`src/sw_scan_defines.svh`:
```
// Register offsets, field positions, reset values and timing counts of the scan sequencer.
`ifndef SW_SCAN_DEFINES_SVH
`define SW_SCAN_DEFINES_SVH
`define SS_OFF_CTRL 8'h00
`define SS_OFF_CFG 8'h04
`define SS_OFF_REPEAT 8'h08
`define SS_OFF_SETTLE 8'h0C
`define SS_OFF_LEN 8'h10
`define SS_OFF_WADDR 8'h14
`define SS_OFF_ENTRY 8'h18
`define SS_OFF_USAGE 8'h1C
`define SS_OFF_RELAY 8'h20
`define SS_OFF_CONNECT 8'h24
`define SS_OFF_DISCON 8'h28
`define SS_OFF_STATUS 8'h2C
`define SS_OFF_TOPO 8'h30
`define SS_OFF_UDEF 8'h34
`define SS_CTRL_START 0
`define SS_CTRL_STOP 1
`define SS_CTRL_STEP 2
`define SS_CTRL_RESET 3
`define SS_CFG_MODE_LSB 0
`define SS_CFG_CONT 2
`define SS_CFG_HOLD 3
`define SS_CFG_TSEL_LSB 4
`define SS_CFG_ASEL_LSB 6
`define SS_ST_ERR 3
`define SS_ST_BUSY 4
`define SS_ST_IDX_LSB 8
`define SS_ST_PASS_LSB 16
`define SS_RST_CFG 8'h40
`define SS_RST_REPEAT 8'h01
`define SS_CLK_MHZ 25
`define SS_SETTLE_NS 1000
`define SS_SETTLE_CYC ((`SS_SETTLE_NS * `SS_CLK_MHZ + 999) / 1000)
`endif

```
`src/sw_scan_pkg.sv`:
```
// Types shared by the scan sequencer files.
package sw_scan_pkg;
  typedef enum logic [2:0] {
    ST_IDLE = 3'h0,
    ST_BREAK = 3'h1,
    ST_MAKE = 3'h2,
    ST_SETTLE = 3'h3,
    ST_ADV = 3'h4,
    ST_WAIT = 3'h5
  } state_t;
  typedef enum logic [1:0] {
    MODE_SW = 2'h0,
    MODE_SYNC = 2'h1,
    MODE_HS = 2'h2
  } trig_mode_t;
  typedef enum logic [1:0] {
    USE_LOAD = 2'h0,
    USE_SRC = 2'h1,
    USE_ROUTE = 2'h2
  } usage_t;
endpackage : sw_scan_pkg

```
`src/trig_edge_sync.sv`:
```
// Three-stage synchroniser with agreement filter and rising-edge pulse per trigger pin.
`timescale 1ns/1ps
module trig_edge_sync #(
  parameter int W = 2
) (
  input wire logic i_mclk,
  input wire logic i_nrst,
  input wire logic [W-1:0] i_pin,
  output logic [W-1:0] o_rise
);
  logic [W-1:0] s1_reg;
  logic [W-1:0] s2_reg;
  logic [W-1:0] s3_reg;
  logic [W-1:0] lvl_reg;
  logic [W-1:0] rise_reg;
  wire [W-1:0] lvl_next;

  // The level only moves once stages two and three agree, so one-cycle glitches are dropped.
  assign lvl_next = (s2_reg & s3_reg) | (lvl_reg & (s2_reg | s3_reg));

  always_ff @(posedge i_mclk or negedge i_nrst) begin
    if (!i_nrst) begin
      s1_reg <= '0;
      s2_reg <= '0;
      s3_reg <= '0;
      lvl_reg <= '0;
      rise_reg <= '0;
    end else begin
      s1_reg <= i_pin;
      s2_reg <= s1_reg;
      s3_reg <= s2_reg;
      lvl_reg <= lvl_next;
      rise_reg <= lvl_next & ~lvl_reg;
    end
  end

  assign o_rise = rise_reg;
endmodule : trig_edge_sync

```
`src/switch_scan_sequencer.sv`:
```
// Relay scan sequencer with register port, channel-usage protection and trigger handling.
//
// The implementer's own choices: the address map and strobed register access.
`timescale 1ns/1ps
`include "sw_scan_defines.svh"

// Functional notes
// - Start runs the first list entry at once, with no trigger.
// - Repeat the list a finite number of times or continuously.
// - After each entry an advance-done pulse may go to a selectable output, or none.
// - Software mode: one further entry per software step command.
// - Synchronous mode: advance on each rising edge of the selected trigger input.
// - Synchronous mode routes the advance-done pulse to no output.
// - Handshake mode: pulse after each entry, then wait for the returned edge, except after the last entry of a finite scan.
// - Stop ends scanning and further triggers are ignored.
// - Refuse any connection joining two source channels, directly or indirectly.
// - Each channel is load, source or routing-only; routing channels serve as hops.
// - Topology sets relay defaults; reset command reapplies them and usage defaults.
// - Protection covers connect, disconnect and scan, not direct relay writes.
// - Default mode breaks the previous entry's connections before making new ones.
// - Hold mode keeps connections until an entry disconnects them.
// - Each entry waits for settling, pulses advance, then waits for a trigger, except the last entry of a finite scan, which goes idle.
// - Continuous repeat wraps after the last entry; otherwise the list wraps until the repeat count of passes is done, then stops.
module switch_scan_sequencer #(
  parameter int N_CH = 8,
  parameter int N_TRIG = 2,
  parameter int N_ADV = 2,
  parameter int DEPTH = 16
) (
  input wire logic i_mclk,
  input wire logic i_nrst,
  input wire logic [7:0] i_addr,
  input wire logic [31:0] i_wdata,
  input wire logic i_wr,
  input wire logic i_rd,
  output logic [31:0] o_rdata,
  input wire logic [N_TRIG-1:0] i_trig,
  output logic [N_CH-1:0] o_relay,
  output logic [N_ADV-1:0] o_adv,
  output logic o_busy
);
  localparam int IW = $clog2(DEPTH);

  // True when the channels in the mask, all joined on the common bus, hold two sources.
  function automatic logic too_many_src(input logic [N_CH-1:0] m,
                                        input logic [2*N_CH-1:0] u);
    int n;
    n = 0;
    for (int i = 0; i < N_CH; i++) begin
      if (m[i] && u[2*i +: 2] == sw_scan_pkg::USE_SRC) begin
        n = n + 1;
      end
    end
    return n > 1;
  endfunction : too_many_src

  logic [2*N_CH-1:0] mem [DEPTH];
  logic [7:0] cfg_reg;
  logic [7:0] rep_reg;
  logic [15:0] settle_reg;
  logic [IW:0] len_reg;
  logic [IW-1:0] waddr_reg;
  logic [2*N_CH-1:0] usage_reg;
  logic [2*N_CH-1:0] udef_reg;
  logic [N_CH-1:0] topo_reg;
  logic [N_CH-1:0] relay_reg;
  logic [N_CH-1:0] relay_next;
  logic [N_CH-1:0] last_reg;
  logic err_reg;
  sw_scan_pkg::state_t state_reg;
  sw_scan_pkg::state_t state_next;
  logic [IW-1:0] idx_reg;
  logic [7:0] pass_reg;
  logic [15:0] cnt_reg;
  logic [N_ADV-1:0] adv_reg;
  logic [31:0] rdata_reg;
  logic [31:0] rd_val;
  logic [N_TRIG-1:0] edge_w;

  trig_edge_sync #(.W(N_TRIG)) u_sync (
    .i_mclk(i_mclk),
    .i_nrst(i_nrst),
    .i_pin(i_trig),
    .o_rise(edge_w)
  );

  wire wr_ctrl = i_wr && i_addr == `SS_OFF_CTRL;
  wire start_cmd = wr_ctrl && i_wdata[`SS_CTRL_START];
  wire stop_cmd = wr_ctrl && i_wdata[`SS_CTRL_STOP];
  wire step_cmd = wr_ctrl && i_wdata[`SS_CTRL_STEP];
  wire rst_cmd = wr_ctrl && i_wdata[`SS_CTRL_RESET];
  wire kill = stop_cmd || rst_cmd;
  wire wr_relay = i_wr && i_addr == `SS_OFF_RELAY;
  wire wr_conn = i_wr && i_addr == `SS_OFF_CONNECT;
  wire wr_disc = i_wr && i_addr == `SS_OFF_DISCON;
  wire wr_entry = i_wr && i_addr == `SS_OFF_ENTRY;
  wire clr_err = i_wr && i_addr == `SS_OFF_STATUS && i_wdata[`SS_ST_ERR];

  wire [1:0] mode = cfg_reg[`SS_CFG_MODE_LSB +: 2];
  wire cont = cfg_reg[`SS_CFG_CONT];
  wire hold = cfg_reg[`SS_CFG_HOLD];
  wire [1:0] tsel = cfg_reg[`SS_CFG_TSEL_LSB +: 2];
  wire [1:0] asel = cfg_reg[`SS_CFG_ASEL_LSB +: 2];

  wire [2*N_CH-1:0] entry = mem[idx_reg];
  wire [N_CH-1:0] ent_conn = entry[N_CH-1:0];
  wire [N_CH-1:0] ent_disc = entry[2*N_CH-1:N_CH];
  wire [N_CH-1:0] cand = relay_reg | ent_conn;
  wire make_viol = too_many_src(cand, usage_reg);
  wire [N_CH-1:0] conn_cand = relay_reg | i_wdata[N_CH-1:0];
  wire conn_viol = too_many_src(conn_cand, usage_reg);
  wire conn_ok = wr_conn && !conn_viol;

  wire is_last = {1'b0, idx_reg} == len_reg - 1'b1;
  wire passes_done = (pass_reg + 8'h01) >= rep_reg;
  wire done = is_last && !cont && passes_done;
  wire ext_edge = edge_w[tsel[$clog2(N_TRIG > 1 ? N_TRIG : 2)-1:0]];
  // Only the trigger source of the selected mode is looked at, and only in the wait state.
  wire trig_hit = (mode == sw_scan_pkg::MODE_SW) ? step_cmd :
                  ((mode == sw_scan_pkg::MODE_SYNC || mode == sw_scan_pkg::MODE_HS) && ext_edge);
  wire [N_ADV-1:0] adv_sel_mask = (asel == 2'h0) ? '0 : N_ADV'(1) << (asel - 2'h1);
  wire [N_ADV-1:0] adv_mask = (mode == sw_scan_pkg::MODE_SYNC) ? '0 : adv_sel_mask;
  wire settle_end = state_reg == sw_scan_pkg::ST_SETTLE && cnt_reg == 16'h0000;

  always_comb begin
    state_next = state_reg;
    unique case (state_reg)
      sw_scan_pkg::ST_IDLE: begin
        if (start_cmd && len_reg != '0) begin
          state_next = sw_scan_pkg::ST_BREAK;
        end
      end
      sw_scan_pkg::ST_BREAK: state_next = sw_scan_pkg::ST_MAKE;
      sw_scan_pkg::ST_MAKE: begin
        state_next = make_viol ? sw_scan_pkg::ST_IDLE : sw_scan_pkg::ST_SETTLE;
      end
      sw_scan_pkg::ST_SETTLE: begin
        if (cnt_reg == 16'h0000) begin
          state_next = sw_scan_pkg::ST_ADV;
        end
      end
      sw_scan_pkg::ST_ADV: begin
        state_next = done ? sw_scan_pkg::ST_IDLE : sw_scan_pkg::ST_WAIT;
      end
      sw_scan_pkg::ST_WAIT: begin
        if (trig_hit) begin
          state_next = sw_scan_pkg::ST_BREAK;
        end
      end
      default: state_next = sw_scan_pkg::ST_IDLE;
    endcase
    if (kill) begin
      state_next = sw_scan_pkg::ST_IDLE;
    end
  end

  // Scan actions win over software relay writes in the same cycle; a reset command wins all.
  always_comb begin
    relay_next = relay_reg;
    if (rst_cmd) begin
      relay_next = topo_reg;
    end else if (!stop_cmd && state_reg == sw_scan_pkg::ST_BREAK) begin
      relay_next = hold ? (relay_reg & ~ent_disc) : (relay_reg & ~last_reg);
    end else if (!stop_cmd && state_reg == sw_scan_pkg::ST_MAKE) begin
      // A refused entry is still a scan action, so a software write in that cycle is dropped.
      relay_next = make_viol ? relay_reg : cand;
    end else if (wr_relay) begin
      relay_next = i_wdata[N_CH-1:0];
    end else if (conn_ok) begin
      relay_next = conn_cand;
    end else if (wr_disc) begin
      relay_next = relay_reg & ~i_wdata[N_CH-1:0];
    end
  end

  always_ff @(posedge i_mclk or negedge i_nrst) begin
    if (!i_nrst) begin
      state_reg <= sw_scan_pkg::ST_IDLE;
      relay_reg <= '0;
      last_reg <= '0;
      idx_reg <= '0;
      pass_reg <= 8'h00;
      cnt_reg <= 16'h0000;
      adv_reg <= '0;
      err_reg <= 1'b0;
    end else begin
      state_reg <= state_next;
      relay_reg <= relay_next;
      adv_reg <= (settle_end && !kill) ? adv_mask : '0;
      // A refusal in the same cycle as the clear still leaves the flag set.
      err_reg <= (err_reg && !clr_err) ||
                 (state_reg == sw_scan_pkg::ST_MAKE && make_viol && !kill) ||
                 (wr_conn && conn_viol);
      if (state_reg == sw_scan_pkg::ST_IDLE && start_cmd) begin
        idx_reg <= '0;
        pass_reg <= 8'h00;
        last_reg <= '0;
      end
      if (state_reg == sw_scan_pkg::ST_MAKE) begin
        last_reg <= ent_conn;
        cnt_reg <= settle_reg;
      end else if (state_reg == sw_scan_pkg::ST_SETTLE && cnt_reg != 16'h0000) begin
        cnt_reg <= cnt_reg - 16'h0001;
      end
      if (state_reg == sw_scan_pkg::ST_WAIT && trig_hit && !kill) begin
        if (is_last) begin
          idx_reg <= '0;
          pass_reg <= pass_reg + 8'h01;
        end else begin
          idx_reg <= idx_reg + 1'b1;
        end
      end
    end
  end

  always_ff @(posedge i_mclk or negedge i_nrst) begin
    if (!i_nrst) begin
      cfg_reg <= `SS_RST_CFG;
      rep_reg <= `SS_RST_REPEAT;
      settle_reg <= 16'(`SS_SETTLE_CYC);
      len_reg <= '0;
      waddr_reg <= '0;
      usage_reg <= '0;
      udef_reg <= '0;
      topo_reg <= '0;
    end else begin
      if (i_wr && i_addr == `SS_OFF_CFG) cfg_reg <= i_wdata[7:0];
      if (i_wr && i_addr == `SS_OFF_REPEAT) rep_reg <= i_wdata[7:0];
      if (i_wr && i_addr == `SS_OFF_SETTLE) settle_reg <= i_wdata[15:0];
      if (i_wr && i_addr == `SS_OFF_LEN) len_reg <= i_wdata[IW:0];
      if (i_wr && i_addr == `SS_OFF_WADDR) waddr_reg <= i_wdata[IW-1:0];
      else if (wr_entry) waddr_reg <= waddr_reg + 1'b1;
      if (i_wr && i_addr == `SS_OFF_TOPO) topo_reg <= i_wdata[N_CH-1:0];
      if (i_wr && i_addr == `SS_OFF_UDEF) udef_reg <= i_wdata[2*N_CH-1:0];
      if (rst_cmd) usage_reg <= udef_reg;
      else if (i_wr && i_addr == `SS_OFF_USAGE) usage_reg <= i_wdata[2*N_CH-1:0];
    end
  end

  // The list memory needs no reset; software loads it before a start.
  always_ff @(posedge i_mclk) begin
    if (wr_entry) begin
      mem[waddr_reg] <= i_wdata[2*N_CH-1:0];
    end
  end

  always_comb begin
    rd_val = 32'h0000_0000;
    unique case (i_addr)
      `SS_OFF_CFG: rd_val[7:0] = cfg_reg;
      `SS_OFF_REPEAT: rd_val[7:0] = rep_reg;
      `SS_OFF_SETTLE: rd_val[15:0] = settle_reg;
      `SS_OFF_LEN: rd_val[IW:0] = len_reg;
      `SS_OFF_WADDR: rd_val[IW-1:0] = waddr_reg;
      `SS_OFF_USAGE: rd_val[2*N_CH-1:0] = usage_reg;
      `SS_OFF_RELAY: rd_val[N_CH-1:0] = relay_reg;
      `SS_OFF_TOPO: rd_val[N_CH-1:0] = topo_reg;
      `SS_OFF_UDEF: rd_val[2*N_CH-1:0] = udef_reg;
      `SS_OFF_STATUS: begin
        rd_val[2:0] = state_reg;
        rd_val[`SS_ST_ERR] = err_reg;
        rd_val[`SS_ST_BUSY] = o_busy;
        rd_val[`SS_ST_IDX_LSB +: IW] = idx_reg;
        rd_val[`SS_ST_PASS_LSB +: 8] = pass_reg;
      end
      default: rd_val = 32'h0000_0000;
    endcase
  end

  always_ff @(posedge i_mclk or negedge i_nrst) begin
    if (!i_nrst) begin
      rdata_reg <= 32'h0000_0000;
    end else begin
      rdata_reg <= i_rd ? rd_val : 32'h0000_0000;
    end
  end

  assign o_rdata = rdata_reg;
  assign o_relay = relay_reg;
  assign o_adv = adv_reg;
  assign o_busy = state_reg != sw_scan_pkg::ST_IDLE;
endmodule : switch_scan_sequencer

```
`config.mk`:
```
export PLATFORM = sky130hd
export DESIGN_NAME = switch_scan_sequencer
export DESIGN_NICKNAME = d
export VERILOG_FILES = /design/src/sw_scan_pkg.sv /design/src/trig_edge_sync.sv /design/src/switch_scan_sequencer.sv
export VERILOG_INCLUDE_DIRS = /design/src
export SDC_FILE = /design/constraint.sdc
export NUM_CORES = 1
export LEC_CHECK = 0
export ABC_AREA = 1
export BUFFER_PORTS_ARGS = -buffer_cell sky130_fd_sc_hd__buf_4
export CORE_MARGIN = 2
export CORE_UTILIZATION = 45
export CTS_CLUSTER_DIAMETER = 100
export DETAILED_ROUTE_END_ITERATION = 12
export HOLD_SLACK_MARGIN = 0.05
export MAX_ROUTING_LAYER = met4
export PLACE_DENSITY_LB_ADDON = 0.05
export SYNTH_ARGS = -nofsm -noshare
export SYNTH_HDL_FRONTEND = slang
export SYNTH_SLANG_ARGS = --single-unit
```
`constraint.sdc`:
```
create_clock -name i_mclk -period 7 [get_ports i_mclk]
set_input_delay 0.35 -clock i_mclk [delete_from_list [all_inputs] [get_ports i_mclk]]
set_output_delay 0.35 -clock i_mclk [all_outputs]
set_load 0.02 [all_outputs]
```
# == Yosys cells after proc, flatten, opt, wreduce, memory -nomap -nowiden ==
# Memory sizes are Yosys's and may differ from the RTL's.
# Index checks and enable logic that the tools add are counted.
# Widths: inputs -> output; s select.
# classes
n_mux,60
n_eq_ne,33
magnitude_cmp,4
bitwise,14
n_addsub,20
reduce_logical,77
shift,1
# ops
op,count
$add 32x2->32 const B,14
$mux 32,14
$mux 8,14
$gt 32x2->1 const B,2
$mux 16,4
$logic_and 1x1->1,52
$eq 8x6->1 const B,6
$pmux 4 s10,1
$eq 8x5->1 const B,4
$and 8x8->8,3
$mux 24,1
$not 8->8,3
$pmux 3 s7,1
$mux 4,5
$eq 2x1->1 const B,9
$pmux 3 s6,1
$eq 8x4->1 const B,2
$logic_not 16->1,1
$or 8x8->8,2
$pmux 4 s4,1
$reduce_bool 16->1,1
$sub 16x1->16 const B,1
$mux 3,5
$pmux 4 s3,1
other kinds (33),61
# totals
regBits,165
output_inout_bits,43
memories,1
inputBits,46
ramBits,256
wordCells,232
# mem_list
memory,words,word_bits,rd,rd_clocked_by_memory_dff,write_ports,line_no,source
mem,16,16,1,0,1,switch_scan_sequencer.sv:57,logic [2*N_CH-1:0] mem [DEPTH];

# == Logic depth before layout (Yosys ltp) ==
# Gate-level depths: netlist of the first run.
# depth
word_depth,25
mapped_depth,40
ltp_nobuf,37

# == Cells and area by module ==
# From an unflattened synthesis of the first run, not the netlist that was laid out.
# unflattened
hier_cells,2038
area_unflattened_um2,19697.6
# by_module_without_submodules
mod,cells_per_inst,area_per_inst_um2,seq_area_each_um2,n_inst
switch_scan_sequencer,2018,19407.4,11572.3,1
trig_edge_sync,20,290.3,250.2,1

# == Worst setup path after synthesis of the first run ==
# OpenSTA, ideal clock, no wires.
# synth_path
path_type,register to register
startpoint,register (tool-made name)
endpoint,register (tool-made name)
slack_ps,2044
t_arrival_ps,4838
required_ps,6882
setup_ps,118
period_less_slack_ps,4956
path_stages_with_launch,29
path_buffers,1
cell_sequence,dfrtp_1 > o21ai_0 > ha_1 > inv_1 > nand2_1 > nand2_1 > inv_1 > ha_1 > or2_2 > nand2_1 > inv_1 > ha_1 > nand2_1 > nand2_1 > ha_1 > or2_2 > and2_1 > ha_1 > nand2_1 > nand2_1 > ha_1 > o21ai_0 > a21boi_1 > nand3_1 > o2111ai_2 > buf_2 > nand3_1 > nand2_1 > nand2_1

==> impl_metrics.py, run 1 <==
metrics = {
    "clock_tree": {
        "root_buffer": "clkbuf_16",
        "cts_buffer_depth": 3,
        "cts_setup_buffers": 0,
        "clk_latency_ns": 0.59,
        "cts_tree": "built",
        "cts_made_buffers": 46,
        "clkTransAtPathRegs_ns": 0.06,
        "clkSinkCount": 421,
        "h-tree-depth": 2,
        "post_cts_resized": 0,
    },
    "pwr": {
        "power.leakage_nw": 9.242,
        "powerDensity_nw_per_um2": 290.8,
        "ir_worst_vdd_mv": 0.1988,
    },
    "global_routing": {
        "grt_pass1_wl_mm": 88.10,
        "grt_max_degree": 100,
        "met1_usage": 0.3844,
        "grt.met2_usage": 0.4031,
        "grt_pass1_vias": 14370,
        "busiest_layer": "met2",
        "grtUsageTotal": 0.2725,
        "use_met3": 0.04883,
        "overflow": 0,
        "antenna_found_initial": 1,
    },
    "sta": {
        "timing.final.crit_period_ns": 5.786,
        "drv_slew": 0,
        "hold_viol": 0,
        "setup_tns_ns": 0,
        "setup_violations": 0,
        "worst-slew-pin-transition_ns": 1.253,
        "grt_setup_unrepaired": "false",
        "skew_ns": 0.01838,
        "relSlewSlack": 0.1431,
        "fin_hold_ws_ns": 0.08285,
        "max_freq_mhz": 172.8,
        "final.period_utilization": 0.8266,
    },
    "floorplan": {
        "die_x_um": 212.9,
        "die_area_um2": 45320,
        "rows": 76,
        "initial_utilization": 0.4558,
        "coreArea_um2": 43080,
        "pin_count": 89,
        "die_h_um": 212.9,
    },
    "logic_synthesis": {
        "avgSynthCellArea_um2": 9.659,
        "synth_simple_gate_area_share": 0.1790,
        "yosysMostFrequentCell": "nand2_1",
        "yosysWarnings": 0,
        "synthXorXnorAreaFrac": 0.01026,
        "ys_seq_elements": 421,
        "yosysSeqAreaShare": 0.6021,
        "synth_top_area_frac": 0.3915,
        "synth-main-ff-cell": "edfxtp_1",
        "synth_compound_area_frac": 0.1253,
        "synth_top_family_by_area": "simple AND/OR/NAND/NOR gates",
        "syn-cell-area_um2": 19640,
        "synth.distinct_cells": 59,
        "synthAdderAreaFrac": 0.02039,
        "synth_edf_count": 256,
        "muxShareOfSynthArea": 0,
        "synthArstFlopShare": 0.3919,
        "synthCells": 2033,
        "synth_common_cells": "447 x nand2_1, 256 x edfxtp_1, 228 x nor2_1",
        "synth_largest_area_cell": "edfxtp_1",
        "ys_top_cells_by_area": "edfxtp_1 39%, dfrtp_1 20%, nand2_1 8.5%, o21ai_0 4.8%, nor2_1 4.4%",
    },
    "drt": {
        "vias_per_cell": 5.506,
        "antenna_left": 0,
        "initialDrtViolationCount": 1425,
        "drcViolationCount": 0,
        "drt_wl_total_mm": 58.76,
        "routedWlPerCell_um": 21.59,
        "drt-pass1-iter-count": 7,
        "vias": 14980,
    },
    "layout": {
        "final_nets": 2177,
        "drive_above_1_share": 0.1054,
        "syn_to_final_growth_pct": 13.37,
        "largest_reg_flops": 256,
        "top_register": "mem",
        "fillers": 4037,
    },
    "setup_path": {
        "arrival_ns": 6.26,
        "path_class": "reg -> reg",
        "crit_top_cell": "nand2_1",
        "slowest_stage": "dfrtp_1",
        "path_delay_family": "simple AND/OR/NAND/NOR gates",
        "max_stage_delay_ns": 0.74,
        "crit_buf_inv": 4,
        "start_kind": "flop",
        "critical_path.max_fanout": 17,
        "cp-end-kind": "flop",
        "required_ns": 7.47,
    },
    "outcome": {
        "status": "complete, no violations",
    },
    "job": {
        "maxCapViolations": 0,
    },
    "placement": {
        "numPortBuffers": 64,
        "dp_hpwl_mm": 37.97,
        "gp_congestion": 0.9094,
    },
    "hold_path": {
        "hold_path.class": "in -> reg",
    },
}
-- worst register-to-register path, delay by kind of cell (launching register included) --
| family | cells | cell delay [ns] |
|---|---|---|
| flops | 1 | 0.74 |
| simple gates | 25 | 3.01 |
| compound gates | 2 | 0.15 |
| fa+ha+maj | 5 | 1.46 |
| buf+inv | 4 | 0.29 |
-- layout make-up --
type	count	area (um2)	area share
multi-input cells	1320	6650	0.2987
diodes	1	2.502	0.0001124
clock inverters	21	212.7	0.009555
repair buffers	100	762.0	0.03423
inverters	210	790.8	0.03552
flip-flops and latches	421	11830	0.5312
clock buffers	63	1285	0.05772
well taps	585	732.0	0.03288
-- final timing paths --
path,from,end,slack (ns),cells after the start
max,idx_reg[2]$_DFFE_PN0P_,flop,1.21,36
min,i_wdata[9],mem[3][9]$_DFFE_PP_,0.08,1
max reg2reg,idx_reg[2]$_DFFE_PN0P_,flop,1.21,36
min reg2reg,u_sync.s1_reg[0]$_DFF_PN0_,u_sync.s2_reg[0]$_DFF_PN0_,0.36,0
max in group asynchronous,i_nrst,idx_reg[0]$_DFFE_PN0P_,5.06,3
min in group asynchronous,i_nrst,o_rdata[6]$_DFF_PN0_,0.44,2
-- kinds of logic (layout without fill, tap and decap cells) --
family,Yosys count,count (layout)
adders and majority gates,32,32
other,1,9
DFF,421,421
and+or+nand+nor,849,849
buffers and inverters,299,394
xor gates and xnor gates,23,23
AOI/OAI and AO/OA,408,408
-- per-stage QoR --
| stage | util | setup WS [ns] | instance area [um2] | total power, mW | std cells |
|---|---|---|---|---|---|
| global route | 0.5168 | 0.5934 | 22260 | 6.785 | 2721 |
| finish | 0.5168 | 1.214 | 22260 | 6.474 | 2721 |
| floorplan | - | 2.044 | 19660 | 3.700 | 2040 |
| global placement | 0.4813 | 1.279 | 20730 | 4.064 | 2633 |
| detailed placement | 0.4813 | 1.230 | 20730 | 4.085 | 2633 |
| CTS | 0.5167 | 1.185 | 22260 | 6.506 | 2720 |
-- per-layer routing --
metal  vias up  routed length [um]
li1       7095                   -
met1      7309               27300
met2       480               26020
met3        98                3923
met4         0                1519
met5         -                   0
-- placed cells by master (no fill, tap or decap), types with 37 or more instances in the layout --
| cell | n |
|---|---|
| nor2_1 | 211 |
| nand3_1 | 91 |
| edfxtp_1 | 256 |
| o21ai_0 | 189 |
| a21oi_1 | 59 |
| nand2_1 | 447 |
| dfrtp_1 | 159 |
| buf_4 | 96 |
| clkbuf_16 | 46 |
| o22ai_1 | 37 |
| inv_1 | 196 |
-- power by group --
part	leakage, nW	internal, mW	total (mW)	switching (mW)
clock	0.735	1.43	2.42	0.994
combinational	4.10	0.377	1.17	0.796
sequential	4.40	2.76	2.88	0.116
-- what timing repair did --
item / in CTS / in global routing
setup endpoints to repair: 0 / 0
hold buffers: 3 / 0
endpoints found under the hold margin: 98 / 0
Note: power is estimated with default switching activity, not from simulation.
==> run 2: changes to the inputs <==
clock period = 4.65 ns   (was 7 ns; I/O delays follow)
==> impl_metrics.py, run 2 (synthesized netlist as in run 1, its figures left out) <==
metrics = {
    "sta": {
        "setup_violations": 11,
        "fin_hold_ws_ns": 0.1825,
        "max_freq_mhz": 204.0,
        "drv_slew": 0,
        "setup_tns_ns": -2.482,
        "grt_setup_unrepaired": "true",
        "fin_ws_ns": -0.2513,
        "worst-slew-pin-transition_ns": 1.075,
        "final.period_utilization": 1.054,
        "skew_ns": 0.01692,
        "relSlewSlack": 0.2818,
        "hold_viol": 0,
        "timing.final.crit_period_ns": 4.901,
    },
    "floorplan": {
        "die_x_um": 212.9,
        "initial_utilization": 0.4558,
        "rows": 76,
        "die_h_um": 212.9,
        "coreArea_um2": 43080,
        "pin_count": 89,
        "die_area_um2": 45320,
    },
    "pwr": {
        "ir_worst_vdd_mv": 0.3030,
        "power_mw": 10.58,
        "powerDensity_nw_per_um2": 438.5,
        "power.leakage_nw": 10.19,
    },
    "clock_tree": {
        "h-tree-depth": 2,
        "cts_made_buffers": 45,
        "clk_latency_ns": 0.59,
        "clkTransAtPathRegs_ns": 0.06,
        "cts_tree": "built",
        "cts_buffer_depth": 3,
        "clkSinkCount": 421,
        "root_buffer": "clkbuf_16",
    },
    "hold_path": {
        "hold_end": "len_reg[2]$_DFFE_PN0P_",
        "min_path_cells": 4,
        "hp-start": "i_wdata[2]",
        "hold_path.class": "in -> reg",
    },
    "setup_path": {
        "start_kind": "flop",
        "cp-end-kind": "flop",
        "slowest_stage": "dfrtp_4",
        "required_ns": 5.12,
        "path_class": "reg -> reg",
        "rrSetupSlack_ns": -0.25,
        "crit-reg2reg-launch": "idx_reg[0]$_DFFE_PN0P_",
        "max_stage_delay_ns": 0.54,
        "reg2reg_depth": 40,
        "critical_path.max_fanout": 8,
        "crit_top_cell": "buf_4",
        "arrival_ns": 5.37,
    },
    "drt": {
        "initialDrtViolationCount": 1463,
        "drcViolationCount": 0,
        "vias_per_cell": 5.503,
        "antenna_left": 0,
        "drt_wl_total_mm": 62.97,
        "routedWlPerCell_um": 21.74,
        "vias": 15940,
        "drt-pass1-iter-count": 5,
    },
    "layout": {
        "final_nets": 2355,
        "final_common_cell": "nand2_1",
        "mostFrequentLayoutCells": "425 x nand2_1, 256 x edfxtp_1, 248 x buf_4",
        "syn_to_final_growth_pct": 22.92,
        "final-seq-area_um2": 11830,
        "diodes": 0,
        "drive_above_1_share": 0.1956,
        "fillers": 3763,
        "top_register": "mem",
        "multiInputGateArea_um2": 7008,
        "utilization": 0.5603,
        "largest_reg_flops": 256,
    },
    "job": {
        "maxCapViolations": 0,
    },
    "global_routing": {
        "grt_pass1_vias": 15410,
        "grt_pass1_wl_mm": 94.34,
        "antenna_found_initial": 0,
        "overflow": 0,
        "grt_max_degree": 99,
        "grtUsageTotal": 0.2901,
    },
    "placement": {
        "numPortBuffers": 64,
        "gp_congestion": 0.9194,
        "dp_hpwl_mm": 40.07,
    },
    "outcome": {
        "status": "finished, violations left",
        "violations": "negative setup slack",
    },
}
## run 2: cell types whose count changed in the layout (fill, tap and decap cells not counted), moves of 6 or more
cell           before  now
buf_4              96  248
nand2_2            10   30
o21ai_0           189  182
nand3_1            91   80
nand2_1           447  425
dlygate4sd3_1       3   17
nand3_2             7   17
ha_4                0    6
nor2_4              1   11
ha_1               32   26
buf_12              0    6
## run 2: worst max-delay path by stage
stage	startpoint	end	slack, ns
2_1_floorplan	usage_reg[1]$_DFFE_PN0P_	flop	0.01
3_3_place_gp	usage_reg[3]$_DFFE_PN0P_	flop	-0.21
3_5_place_dp	idx_reg[0]$_DFFE_PN0P_	flop	-0.34
4_1_cts	idx_reg[0]$_DFFE_PN0P_	flop	-0.17
5_1_grt	idx_reg[0]$_DFFE_PN0P_	flop	-0.58
6_report	idx_reg[0]$_DFFE_PN0P_	flop	-0.25
## run 2: report_power, final
group	total, mW	switching [mW]	internal, mW	leakage, nW
clock network	3.66	1.54	2.12	0.731
logic	2.60	1.50	1.09	5.06
registers	4.32	0.165	4.16	4.40
total	10.6	3.21	7.37	10.2
## run 2: critical path, delay by kind of cell, from the launching register on
family / cells / cell delay, ns
buf+inv: 15 / 1.65
flops: 1 / 0.54
simple gates: 23 / 1.97
fa+ha+maj: 2 / 0.60
## run 2: metrics by stage
stage | area [um2] | setup WS [ns] | instances
CTS | 23970 | -0.1726 | 2891
global placement | 21340 | -0.2109 | 2696
floorplan | 19710 | 0.01052 | 2040
finish | 24140 | -0.2513 | 2896
detailed placement | 21340 | -0.3366 | 2696
global route | 24140 | -0.5795 | 2896
## run 2: per-layer routing
layer	up-vias	routed length [um]	share of wire	GRT usage
met4	0	1399	0.022	0.06848
li1	7452	-	-	-
met3	96	3851	0.061	0.04265
met2	530	29090	0.46	0.4468
met5	-	0	0	-
met1	7858	28620	0.45	0.4079
## run 2: what timing repair did
action / CTS / global route
hold endpoints to repair: 285 / 0
buffers inserted: 93 / 5
pin swaps: 57 / 40
resized for setup: 45 / 25
hold buffers: 17 / 0
setup endpoints to repair: 11 / 11
cloned: 5 / 0
## run 2: layout make-up
cell class              count  share of cell area
clock buffers              57             0.05111
inverters                 210             0.03287
clock inverters            24             0.01130
multi-input cells        1322              0.2903
flip-flops and latches    421              0.4901
repair buffers            277             0.09398
well taps                 585             0.03033
